--- config.mk ---
export PLATFORM = sky130hd
export DESIGN_NAME = tsf_fifo
export DESIGN_NICKNAME = d
export VERILOG_FILES = /design/src/hdl/tsf_pkg.sv /design/src/hdl/tsf_fifo.sv /design/src/hdl/tsf_pair_buf.sv
export SDC_FILE = /design/constraint.sdc
export NUM_CORES = 1
export LEC_CHECK = 0
export BUFFER_PORTS_ARGS = -buffer_cell sky130_fd_sc_hd__buf_2
export CORE_AREA = 2 2 205 207
export CTS_CLUSTER_DIAMETER = 100
export DETAILED_ROUTE_END_ITERATION = 6
export DIE_AREA = 0 0 207 209
export GPL_ROUTABILITY_DRIVEN = 0
export MAX_ROUTING_LAYER = met4
export PLACE_DENSITY = 0.81
export SKIP_LAST_GASP = 1
export SYNTH_ARGS = -nofsm -noshare
export SYNTH_HDL_FRONTEND = slang
export SYNTH_HIERARCHICAL = 1
export SYNTH_SLANG_ARGS = --single-unit
--- constraint.sdc ---
create_clock -name core_clk -period 5.2 [get_ports core_clk]
set_clock_uncertainty 0.15 [all_clocks]
set_input_delay 0.26 -clock core_clk [delete_from_list [all_inputs] [get_ports core_clk]]
set_output_delay 0.26 -clock core_clk [all_outputs]
set_load 0.05 [all_outputs]
--- src/hdl/tsf_pkg.sv ---
// Constants, carriers and field layout for the temperature sample queue
// What this block does
// RQ1: Five-bit write index, wraps 1F to 00
// RQ2: Writable read index, advances per word, wraps
// RQ3: Saturating five-bit count of lost words
// RQ4: Lost-word count zeroed on each popped word
// RQ5: Six-bit words-available count, up and down
// RQ6: Burst of 2N bytes pops N words
// RQ7: High byte first, then low byte
// RQ8: Count tells empty from full, indices equal
// RQ9: Almost-full at 32 minus watermark words
// RQ10: Flag, enable and pin mode 3 raise pin
// RQ11: Rollover on: full queue overwrites oldest
// RQ12: Rollover off: full queue drops new sample
// RQ13: Type low: flag reasserts every sample
// RQ14: Type high: flag sets only on new condition
// RQ15: Select low: only status read clears flag
// RQ16: Select high: data or status read clears
// RQ17: Flush empties queue, self-clearing bit
// RQ18: Master writes read index with care
// RQ19: Master checks lost count, then available count
// RQ20: Thirty-two entries of sixteen-bit samples
// RQ21: Config bits: flush 4, select 3, type 2, roll 1
// RQ22: Reset leaves queue empty, all counters zero
package tsf_pkg;
  localparam int unsigned DEPTH = 32;
  localparam int unsigned IDX_W = 5;
  localparam int unsigned CNT_W = 6;
  localparam int unsigned SAMPLE_W = 16;
  localparam logic [CNT_W-1:0] FULL_COUNT = 6'h20;
  localparam logic [IDX_W-1:0] LOST_MAX = 5'h1F;
  localparam logic [IDX_W-1:0] IDX_STEP = 5'h01;
  localparam logic [CNT_W-1:0] CNT_STEP = 6'h01;
  // Register offsets on the internal register port
  localparam logic [7:0] OFS_STATUS = 8'h00;
  localparam logic [7:0] OFS_WR_IDX = 8'h04;
  localparam logic [7:0] OFS_RD_IDX = 8'h05;
  localparam logic [7:0] OFS_LOST = 8'h06;
  localparam logic [7:0] OFS_AVAIL = 8'h07;
  localparam logic [7:0] OFS_DATA = 8'h08;
  localparam logic [7:0] OFS_WMARK = 8'h09;
  localparam logic [7:0] OFS_QCFG = 8'h0A;
  // Field positions in the queue behaviour register
  localparam int unsigned QCFG_FLUSH_BIT = 4;
  localparam int unsigned QCFG_CLR_BIT = 3;
  localparam int unsigned QCFG_TYPE_BIT = 2;
  localparam int unsigned QCFG_ROLL_BIT = 1;
  // Pin function code that routes the almost-full flag out
  localparam logic [1:0] PIN_ZERO_IRQ_MODE = 2'h3;
  // Reset values
  localparam logic [IDX_W-1:0] RST_IDX = 5'h00;
  localparam logic [CNT_W-1:0] RST_CNT = 6'h00;
  localparam logic [7:0] RST_BYTE = 8'h00;

  typedef struct packed {
    logic rd;
    logic wr;
    logic [7:0] addr;
    logic [7:0] wdata;
  } tsf_reg_req_s;

  typedef struct packed {
    logic [SAMPLE_W-1:0] temp;
  } tsf_sample_s;
endpackage

--- src/hdl/tsf_fifo.sv ---
// Temperature sample queue with its register port and almost-full flag
`timescale 1ns/100ps
`default_nettype none
module tsf_fifo (
  input wire logic core_clk,
  input wire logic nrst,
  input wire tsf_pkg::tsf_sample_s sample_in,
  input wire logic sample_valid,
  output logic sample_ready,
  input wire tsf_pkg::tsf_reg_req_s reg_req,
  output logic [7:0] reg_rdata,
  output logic afull_flag,
  input wire logic afull_int_en,
  input wire logic [1:0] pin_zero_function,
  output logic pin_zero_irq
);
  typedef struct packed {
    logic [tsf_pkg::DEPTH-1:0][tsf_pkg::SAMPLE_W-1:0] mem;
    logic [tsf_pkg::IDX_W-1:0] wr_idx;
    logic [tsf_pkg::IDX_W-1:0] rd_idx;
    logic [tsf_pkg::IDX_W-1:0] lost;
    logic [tsf_pkg::CNT_W-1:0] avail;
    logic [tsf_pkg::IDX_W-1:0] wmark;
    logic flush;
    logic clr_on_data;
    logic afull_type;
    logic roll;
    logic low_byte;
    logic afull;
    logic [7:0] rdata;
  } tsf_core_state_s;

  tsf_core_state_s s;
  tsf_core_state_s next_s;
  tsf_pkg::tsf_sample_s buf_data;
  logic buf_valid;
  logic drain_ready;
  logic push;
  logic pop;
  logic data_rd;
  logic stat_rd;
  logic rd_write;
  logic full_now;
  logic roll_over;
  logic drop;
  logic afull_set;
  logic afull_clear;
  logic [tsf_pkg::CNT_W-1:0] thr;
  logic [tsf_pkg::CNT_W-1:0] avail_pop;
  logic [7:0] hi_byte;

  // Samples wait here while a flush holds the queue
  tsf_pair_buf #(
    .WIDTH($bits(tsf_pkg::tsf_sample_s))
  ) u_pair_buf (
    .core_clk(core_clk),
    .nrst(nrst),
    .in_data(sample_in),
    .in_valid(sample_valid),
    .in_ready(sample_ready),
    .out_data(buf_data),
    .out_valid(buf_valid),
    .out_ready(drain_ready)
  );

  // Access decode and the almost-full threshold
  assign drain_ready = !s.flush;
  assign push = buf_valid && drain_ready;
  assign data_rd = reg_req.rd && (reg_req.addr == tsf_pkg::OFS_DATA);
  assign stat_rd = reg_req.rd && (reg_req.addr == tsf_pkg::OFS_STATUS);
  assign rd_write = reg_req.wr && (reg_req.addr == tsf_pkg::OFS_RD_IDX);
  assign pop = data_rd && s.low_byte; // RQ6
  assign thr = tsf_pkg::FULL_COUNT - {1'b0, s.wmark}; // RQ9
  assign hi_byte = s.mem[s.rd_idx][15:8];

  // Queue update; one push and one register access per cycle
  always_comb begin
    next_s = s;
    avail_pop = s.avail;
    full_now = 1'b0;
    roll_over = 1'b0;
    drop = 1'b0;
    afull_set = 1'b0;
    afull_clear = 1'b0;
    // Register reads answer on the next edge
    if (reg_req.rd) begin
      unique case (reg_req.addr)
        tsf_pkg::OFS_WR_IDX: next_s.rdata = {3'h0, s.wr_idx};
        tsf_pkg::OFS_RD_IDX: next_s.rdata = {3'h0, s.rd_idx};
        tsf_pkg::OFS_LOST: next_s.rdata = {3'h0, s.lost};
        tsf_pkg::OFS_AVAIL: next_s.rdata = {2'h0, s.avail};
        tsf_pkg::OFS_WMARK: next_s.rdata = {3'h0, s.wmark};
        tsf_pkg::OFS_QCFG: begin
          next_s.rdata = {3'h0, s.flush, s.clr_on_data, s.afull_type,
            s.roll, 1'b0};
        end
        tsf_pkg::OFS_DATA: begin
          if (!s.low_byte) begin
            next_s.rdata = hi_byte; // RQ7
          end else begin
            next_s.rdata = s.mem[s.rd_idx][7:0]; // RQ7
          end
        end
        default: next_s.rdata = tsf_pkg::RST_BYTE;
      endcase
    end
    // Byte pairing; the second byte pops the word
    if (data_rd) begin
      next_s.low_byte = ~s.low_byte;
    end
    if (pop) begin
      next_s.rd_idx = s.rd_idx + tsf_pkg::IDX_STEP; // RQ2 RQ6
      next_s.lost = tsf_pkg::RST_IDX; // RQ4
      if (s.avail != tsf_pkg::RST_CNT) begin
        avail_pop = s.avail - tsf_pkg::CNT_STEP; // RQ5
      end
    end
    next_s.avail = avail_pop;
    // Count, not index equality, decides full
    full_now = (avail_pop == tsf_pkg::FULL_COUNT); // RQ8
    if (push) begin
      if (!full_now) begin
        next_s.mem[s.wr_idx] = buf_data.temp; // RQ20
        next_s.wr_idx = s.wr_idx + tsf_pkg::IDX_STEP; // RQ1
        next_s.avail = avail_pop + tsf_pkg::CNT_STEP; // RQ5
      end else if (s.roll) begin
        roll_over = 1'b1;
        next_s.mem[s.wr_idx] = buf_data.temp; // RQ11
        next_s.wr_idx = s.wr_idx + tsf_pkg::IDX_STEP; // RQ11
        next_s.rd_idx = next_s.rd_idx + tsf_pkg::IDX_STEP; // RQ11
      end else begin
        drop = 1'b1; // RQ12
      end
      // Lost words count after the pop clear, so neither is missed
      if (full_now && (s.lost != tsf_pkg::LOST_MAX)) begin
        next_s.lost = next_s.lost + tsf_pkg::IDX_STEP; // RQ3
      end else if (full_now) begin
        next_s.lost = tsf_pkg::LOST_MAX; // RQ3
      end
    end
    // Almost-full flag; a set in the clearing cycle wins
    if (push && (next_s.avail >= thr)) begin
      afull_set = !s.afull_type || (avail_pop < thr); // RQ13 RQ14
    end
    afull_clear = stat_rd || (data_rd && s.clr_on_data); // RQ15 RQ16
    next_s.afull = afull_set || (s.afull && !afull_clear); // RQ9
    // Register writes
    if (rd_write) begin
      next_s.rd_idx = reg_req.wdata[4:0]; // RQ2
      next_s.low_byte = 1'b0;
    end
    if (reg_req.wr && (reg_req.addr == tsf_pkg::OFS_WMARK)) begin
      next_s.wmark = reg_req.wdata[4:0];
    end
    if (reg_req.wr && (reg_req.addr == tsf_pkg::OFS_QCFG)) begin
      next_s.flush = reg_req.wdata[tsf_pkg::QCFG_FLUSH_BIT]; // RQ21
      next_s.clr_on_data = reg_req.wdata[tsf_pkg::QCFG_CLR_BIT]; // RQ21
      next_s.afull_type = reg_req.wdata[tsf_pkg::QCFG_TYPE_BIT]; // RQ21
      next_s.roll = reg_req.wdata[tsf_pkg::QCFG_ROLL_BIT]; // RQ21
    end
    // Flush takes one cycle and clears itself; samples wait meanwhile
    if (s.flush) begin
      next_s.wr_idx = tsf_pkg::RST_IDX; // RQ17
      next_s.rd_idx = tsf_pkg::RST_IDX; // RQ17
      next_s.avail = tsf_pkg::RST_CNT; // RQ17
      next_s.lost = tsf_pkg::RST_IDX; // RQ17
      next_s.low_byte = 1'b0;
      next_s.flush = 1'b0; // RQ17
    end
  end

  // All reset values are zero: queue empty, counters cleared
  always_ff @(posedge core_clk) begin
    if (!nrst) begin
      s <= '0; // RQ22
    end else begin
      s <= next_s;
    end
  end

  // Outputs; the pin follows the flag while routing allows it
  assign reg_rdata = s.rdata;
  assign afull_flag = s.afull;
  assign pin_zero_irq = s.afull && afull_int_en &&
    (pin_zero_function == tsf_pkg::PIN_ZERO_IRQ_MODE); // RQ10
endmodule
`default_nettype wire

--- src/hdl/tsf_pair_buf.sv ---
// Two-entry valid/ready buffer in front of the sample queue
`timescale 1ns/100ps
`default_nettype none
module tsf_pair_buf #(
  parameter int unsigned WIDTH = 16
) (
  input wire logic core_clk,
  input wire logic nrst,
  input wire logic [WIDTH-1:0] in_data,
  input wire logic in_valid,
  output logic in_ready,
  output logic [WIDTH-1:0] out_data,
  output logic out_valid,
  input wire logic out_ready
);
  typedef struct packed {
    logic [1:0][WIDTH-1:0] slot;
    logic head;
    logic [1:0] fill;
  } tsf_buf_state_s;

  tsf_buf_state_s s;
  tsf_buf_state_s next_s;
  logic push;
  logic pop;

  // Full at two entries, so a stall upstream costs no word
  assign in_ready = (s.fill != 2'h2);
  assign out_valid = (s.fill != 2'h0);
  assign out_data = s.slot[s.head];
  assign push = in_valid && in_ready;
  assign pop = out_valid && out_ready;

  // Tail slot is head plus fill, modulo two
  always_comb begin
    next_s = s;
    if (push) begin
      next_s.slot[s.head ^ s.fill[0]] = in_data;
    end
    if (pop) begin
      next_s.head = ~s.head;
    end
    if (push && !pop) begin
      next_s.fill = s.fill + 2'h1;
    end else if (pop && !push) begin
      next_s.fill = s.fill - 2'h1;
    end
  end

  always_ff @(posedge core_clk) begin
    if (!nrst) begin
      s <= '0;
    end else begin
      s <= next_s;
    end
  end
endmodule
`default_nettype wire

* Yosys cells after proc, flatten, opt, wreduce, memory -nomap -nowiden
Cells that the tools add are included.
** Storage, ports and cells
- Bits in registers :: 587
- Bits of input ports :: 40
- Output and inout bits :: 11
- Logic and storage cells :: 140
** Cells by class
- $add $sub $neg :: 9
- Order comparisons :: 8
- Mux-type cells :: 26
- Eq/ne operators :: 12
- Bitwise gates (word level) :: 4
- Reductions and logical operators :: 33
** Operators with widths (count)
- $mux 522 :: 1
- $mux 517 :: 1
- $bwmux 512 :: 1
- $mux 16 :: 6
- $bmux 16 s5 :: 1
- $demux 16 s5 :: 1
- $pmux 8 s7 :: 1
- $bwmux 32 :: 1
- $eq 8x3->1 const B :: 4
- $eq 8x4->1 const B :: 3
- $add 5x1->5 const B :: 4
- $mux 5 :: 4
- $logic_and 1x1->1 :: 18
- $mux 6 :: 3
- $demux 16 s1 :: 1
- $lt 5x6->1 const B :: 2
- $mux 10 :: 1
- $logic_not 8->1 :: 1
- $mux 8 :: 1
- $add 6x1->6 const B :: 1
- $eq 6x6->1 const B :: 1
- $ge 6x6->1 :: 1
- $lt 6x6->1 :: 1
- $reduce_bool 6->1 :: 1
- 20 further kinds :: 32

* Longest topological paths before layout
Gate-level depths: netlist of run 1.
- Depth after elaboration :: 12
- Depth in mapped cells :: 18
- Depth with buffers taken out :: 17

* Cells and area by module
Netlist of run 1, hierarchy kept.
** Modules (own cells, without submodules)
- tsf_fifo :: sequential area each 11050.6 um^2, area an instance 25667.1 um^2, times used 1, cells an instance 2332
- tsf_pair_buf :: sequential area each 700.7 um^2, area an instance 1983.2 um^2, times used 1, cells an instance 217

* Least setup slack after synthesis of run 1
OpenSTA, ideal clock, no wires.
- Path kind :: input to register
- Start point :: input reg_req[9] in the netlist's numbering
- End point :: register s, in the netlist afull_flag
- Stages on the path :: 15
- Arrival :: 3327 ps
- Setup slack :: 1602 ps
- Data required time :: 4928 ps
- Library setup time :: 122 ps
- Buffers on the path :: 1
- Cells stage by stage :: buf_4 or3b_1 nor4_4 mux2_4 a21oi_2 a21boi_0 a21oi_1 ha_1 nand2b_1 a21o_1 a21o_1 a21o_1 a211o_1 a31oi_1 a21oi_1
** On the way
- Cells in the longest elaborated chain, start to end :: 11
- Elaborated cells between the ends (all ways) :: 20
- Those cells by class :: 1 x add/sub; 2 x order compare; 2 x eq/ne; 4 x mux; 11 x reduce/logical
** Ends and longest elaborated chain
- start, declared :: RTL line tsf_fifo.sv:10 : input wire tsf_pkg::tsf_reg_req_s reg_req,
- $eq 8x4->1 :: RTL line tsf_fifo.sv:69 : assign data_rd = reg_req.rd && (reg_req.addr == tsf_pkg::OFS_DATA);
- $logic_and 1x1->1 :: RTL line tsf_fifo.sv:69
- $logic_and 1x1->1 :: RTL line tsf_fifo.sv:72 : assign pop = data_rd && s.low_byte;
- $mux 6 :: RTL line tsf_fifo.sv:111 : if (pop) begin
- $add 6x1->6 / $eq 6x6->1 (equally long branches) :: RTL line tsf_fifo.sv:125, tsf_fifo.sv:120
- $mux 6 :: RTL line tsf_fifo.sv:122 : if (!full_now) begin
- $mux 16 :: RTL line tsf_fifo.sv:121 : if (push) begin
- $ge 6x6->1 :: RTL line tsf_fifo.sv:142 : if (push && (next_s.avail >= thr)) begin
- $logic_and 1x1->1 :: RTL line tsf_fifo.sv:142
- $mux 1 :: RTL line tsf_fifo.sv:142
- $logic_or 1x1->1 (*) :: RTL line tsf_fifo.sv:146 : next_s.afull = afull_set || (s.afull && !afull_clear);
- end signal, assigned :: RTL line tsf_fifo.sv:177 : s <= next_s;
- end, declared :: RTL line tsf_fifo.sv:33 : tsf_core_state_s s;
Mark *: on every way between the ends. The rest lies on a longest branch, timed or not.
A chain may end at the register's enable or synchronous reset.

==> metrics.txt, run 1 <==
commonest non-fill, non-tap cell in the layout dfxtp_1; setup_tns 0 ps; Flop pwr share 43.4%; Final Cycle Share 82.8%; asr flop ratio synth 0%; worst-path fanout max 18; NumNets Final roughly 2500; Final min period 4310 ps; outcome complete, no violations; leakage 13.4 nW; die area 43300 um^2; met2 Use GR 53.1%; Post-Syn Instances 2549; PD cells 367 nW/um^2; CP Class register to register; CTS sink count 587; Netlist cell types 64; M3 GR Usage 4.48%; dominant cells by area after synthesis dfxtp_1, mux2i_1, mux4_2, nand2_1, clkbuf_1; Synth top area share 42.5%; first-pass GRT wire length 108 mm; routed wire length per instance 22.3 um; number of synthesized flops with an enable pin 0; register area 11800 um^2; clock-pin slew on the worst setup and hold paths 60 ps; starting density of the core 67.0%; clk_lat worst skew 620 ps; top_reg_cell synth dfxtp_1; routed vias approximately 20000; met1 GRT Util 40.4%; fin. max-slew vios 0; GR Util All Layers 32.2%; Die H 209 um; vias per cell 6.46; worst-case clock buffer depth 3; post-layout util 72.4%; r2r worst-path depth 8; worst min path class input port to register; area growth from synthesis to layout 8.09%; Num CTS Buffers between 50 and 60; DR iter-0 viols 2395; synth warn 6; global route overflow 0; required time of the critical path 5560 ps; most frequent cells in the layout dfxtp_1, nand2_1, mux2i_1; DRC Markers 0; Final Hold Fails 0; # IOs 51; Slew headroom approximately a fifth; FILL cells 2788; htree depth 2; Yosys reg bits roughly 600; initial antenna violation count 1; postcts setup bufs 0; clock root cell clkbuf_16; VDD IR max 0.273 mV; largest net degree at the start of global routing 151; DR pass1 iterations 7; port bufs 47; Arrival @ worst endpoint 4670 ps; Worst Hold Path Cells 5; CTS tree built; row count 75; RSZ-0062 raised after global routing no; Startpoint Class register; sequential fraction of the synthesis area 42.5%; FMAX 0.232 GHz; Yosys top cell by area dfxtp_1; layout cells sized above 1 16.2%; Avg Inst Size Synth 10.8 um^2; max-cap violation count 0; vias in the first global route 19800; Multi-input gate area ~15000 um^2; routed wire length roughly 68 mm; final setup violation count 0; power after layout 11.0 mW; core area 41300 um^2; crit end category register; P_int ~7.9 mW; worst slew pin tran 1200 ps; Synth Cell Area 27700 um^2; hpwl dp 41.6 mm; global routing's busiest layer met2; syn_nets 2610; Comb pwr share 15.9%; Sw Pwr 3.09 mW; die width around 210 um; clock share of power 40.7%; antenna viol nets, final 0; Switching Fraction 28.1%
[routing by layer]
metal  vias to the layer above  wire (um)
li1                       8943          -
met1                      9792      27400
met2                       804      33700
met3                       193       4550
met4                         0       2380
met5                         -          0
[path summary, 6_finish.rpt]
kind	start	end	slack, ps
max reg2reg	s[9]$_SDFFE_PP0N_	s[271]$_SDFFE_PN0P_	890
min	reg_req[11]	afull_flag$_SDFF_PN0_	50
max	s[9]$_SDFFE_PP0N_	s[271]$_SDFFE_PN0P_	890
min reg2reg	s[144]$_SDFFE_PN0P_	s[144]$_SDFFE_PN0P_	310
[timing repair]
action	in CTS	in global routing
hold buffers	25	0
gates resized for setup	0	0
endpoints found under the hold margin	51	0
[cell families after synthesis]
group | share of synthesized area, %
mux | 33.8
flops | 42.5
fa+ha+maj | 0.950
xor+xnor | 0.507
simple gates | 12.6
buf+inv | 4.69
compound gates | 4.93
[synth_stat cells, types with 5 or more instances]
cell type,count
a21boi_0,10
a21oi_1,39
and2_1,11
and3_1,9
buf_1,19
buf_2,18
buf_4,17
buf_6,28
clkbuf_1,155
dfxtp_1,587
ha_1,21
inv_1,18
mux2_2,21
mux2i_1,537
mux4_2,165
nand2_1,582
nand2b_1,5
nand3_1,27
nand3_2,10
nand3_4,23
nand4_1,6
nor2_1,31
nor2b_1,7
nor3_1,16
o21ai_0,40
o221ai_1,55
xnor2_1,12
[layout make-up]
| type | instances | share of cell area (%) |
|---|---|---|
| clock buffer | 68 | 5.18 |
| clock inverter | 35 | 1.61 |
| tap | 539 | 2.26 |
| antenna | 1 | 0.00837 |
| multi-input combinational | 1704 | 48.9 |
| inverter | 19 | 0.239 |
| timing repair buffer | 100 | 2.49 |
| sequential | 587 | 39.4 |
[worst max-delay path: stages, from the launching register on]
cell and delay (ps):
dfxtp_1 670, and4bb_2 370, nand3_2 330, or3_1 500
and3b_1 250, a31oi_4 820, buf_4 320, nand3_4 410
mux2i_1 370
[state kept, by name, summed over array words and instances (netlist names)]
signal        count
s               543
u_pair_buf/s     35
reg_rdata         8
afull_flag        1
[power by group through the flow]
stage	combinational [mW]	sequential, mW	clock (mW)
3_5_place_dp	1.70	4.86	0
2_1_floorplan	1.40	4.80	0
6_report	1.75	4.76	4.47
3_3_place_gp	1.63	4.84	0
4_1_cts	1.72	4.76	4.51
5_1_grt	1.87	4.78	4.69
[metrics by stage]
| step | setup slack [ps] | instances | hold WS (ps) | area [um^2] |
|---|---|---|---|---|
| global route | 740 | 3053 | 75.0 | 29900 |
| finish | 892 | 3053 | 53.1 | 29900 |
| CTS | 923 | 3052 | 28.4 | 29900 |
| detailed placement | 974 | 2924 | 301 | 27600 |
| global placement | 1130 | 2924 | 291 | 27600 |
| floorplan | 1600 | 2549 | 218 | 27700 |
Note: power is estimated with default switching activity, not from simulation.
==> run 2: changes to the inputs <==
Settings changed: CORE_AREA 2 2 205 207 to 2 2 213 215, DIE_AREA 0 0 207 209 to 0 0 215 217, PLACE_DENSITY 0.81 to 0.75.
Clock period 5.2 ns to 4.5 ns, I/O delays scaled along.
==> run 2 against run 1 <==
  * Register-to-register slack worse by 450 ps
  * Clock-buffer cell count up 22
  * Global-route usage down 1.5 points
  * Clock power up 12%
  * Combinational power up 18%
  * Flip-flop and latch count unchanged
  * Highest routed layer unchanged
==> metrics.txt, run 2 (synthesized netlist as in run 1, its figures left out) <==
outcome complete, no violations; worst-case clock buffer depth 3 (unchanged); CP Depth 16 (+8); initial antenna violation count 2 (+1); CTS sink count 587 (unchanged); most frequent cells in the layout dfxtp_1, nand2_1, mux2i_1; Die H 217 um (+3.8%); CTS tree built; final worst setup slack 444 ps (-448 ps); Final Instance Area 30100 um^2 (+0.62%); largest net degree at the start of global routing 153 (+1.3%); Num CTS Buffers 59 (+1.7%); routed vias 19500 (-1.1%); htree depth 2 (unchanged); postcts setup bufs 0 (unchanged); Placed Area 27800 um^2 (+0.80%); # IOs 51 (unchanged); largest register by flop count s; setup_tns 0 ps (unchanged); VDD IR max 0.446 mV (+64%); commonest non-fill, non-tap cell in the layout dfxtp_1; routed wire length 69.3 mm (+1.8%); delay of the slowest critical-path stage 430 ps (-390 ps); hpwl dp 42.3 mm (+1.7%); crit end category register; RSZ-0062 raised after global routing no; NumNets Final 2540 (+0.36%); max-cap violation count 0 (unchanged); PD cells 418 nW/um^2 (+14%); CP Class register to register; GR Util All Layers 30.6% (-1.5 points); Worst Hold Path Cells 5 (unchanged); clock root cell clkbuf_16; Startpoint Class register; worst-path fanout max 10 (-8); crit-path cells inv_1 > ha_1 > nor2b_1 > a21oi_1 > mux2i_1 > a21boi_2 > a21boi_0 > a21oi_1 > ha_1 > nand2b_1 > a21o_1 > a21o_1 > a21o_1 > a211o_1 > a31oi_1 > a21oi_1; critical path's slowest cell dfxtp_1; Final Hold Fails 0 (unchanged); Slew headroom 18.1% (-1.6 points); vias per cell 6.24 (-3.5%); required time of the critical path 4860 ps (-700 ps); worst min path class input port to register; routed wire length per instance 22.1 um (-0.66%); row count 78 (+4.0%); power after layout 12.6 mW (+14%); clock-pin slew on the worst setup and hold paths 60 ps (about the same); DR iter-0 viols 2105 (-12%); die area 46700 um^2 (+7.8%); starting density of the core 61.9% (-5.1 points); worst slew pin tran 1230 ps (+24.2 ps); final setup violation count 0 (unchanged); core area 44700 um^2 (+8.3%); DRC Markers 0 (unchanged); Final min period 4060 ps (-252 ps); DR pass1 iterations 5 (-2); max reg flops 543 (unchanged); clk_lat worst skew 630 ps (about the same); port bufs 47 (unchanged); FMAX 0.247 GHz (+6.2%); leakage 13.4 nW (+0.25%); Crit path max-delay family compound AO/OA/AOI/OAI gates; global route overflow 0 (unchanged); Final Cycle Share 90.1% (+7.3 points); WP buf/inv 1 (unchanged); pre-CTS WS 583 ps (-391 ps); antenna viol nets, final 0 (unchanged); Arrival @ worst endpoint 4410 ps (-260 ps); layout cells sized above 1 16.3% (+0.11 points); area growth from synthesis to layout 8.76%; vias in the first global route 19900 (+0.19%); fin. max-slew vios 0 (unchanged); die width 215 um (+3.9%); r2r worst-path depth 16 (+8); first-pass GRT wire length 110 mm (+1.7%)
-- run 2: metrics by stage --
stage	hold slack [ps]	std cells	utilization, %
2_1_floorplan	183	2549	-
3_3_place_gp	292	2991	62.3
3_5_place_dp	300	2991	62.3
4_1_cts	0.420	3127	67.3
5_1_grt	42.9	3129	67.3
6_report	18.3	3129	67.3
-- run 2: tightest hold or removal path: cells and delay by family --
kind	cells	cell delay, ps
buf+inv	1	170
compound gates	2	140
simple gates	2	200
-- run 2: metal layers --
layer	GRT usage, %	wire length, um	vias to the layer above
met5	-	0	-
li1	-	-	8972
met3	4.14	3620	166
met1	38.9	29900	9797
met2	51.3	33800	584
met4	9.31	1970	0
-- run 2: report_power, final --
group          leakage, nW  switching (mW)  internal [mW]  total (mW)
registers             4.73           0.151           5.34        5.50
logic                 7.75            1.36          0.699        2.06
clock network        0.958            2.11           2.90        5.00
-- run 2: worst paths after layout --
path	end	slack, ps	from
max	afull_flag$_SDFF_PN0_	440	s[19]$_SDFF_PP0_
max reg2reg	afull_flag$_SDFF_PN0_	440	s[19]$_SDFF_PP0_
min	reg_rdata[5]$_SDFFE_PN0P_	20	reg_req[8]
min reg2reg	s[186]$_SDFFE_PN0P_	310	s[186]$_SDFFE_PN0P_
-- run 2: timing repair --
action	CTS	global route
hold buffers	27	0
hold endpoints to repair	107	0
resized for setup	0	0
setup endpoints to repair	0	0
-- run 2: final cells by class --
type | count | area [um^2]
diodes | 2 | 5.00
clock inverters | 19 | 228
fillers | 3350 | 14600
flip-flops and latches | 587 | 11800
well taps | 600 | 751
inverters | 19 | 71.3
repair buffers | 108 | 908
clock buffers | 90 | 1740
multi-input cells | 1704 | 14600
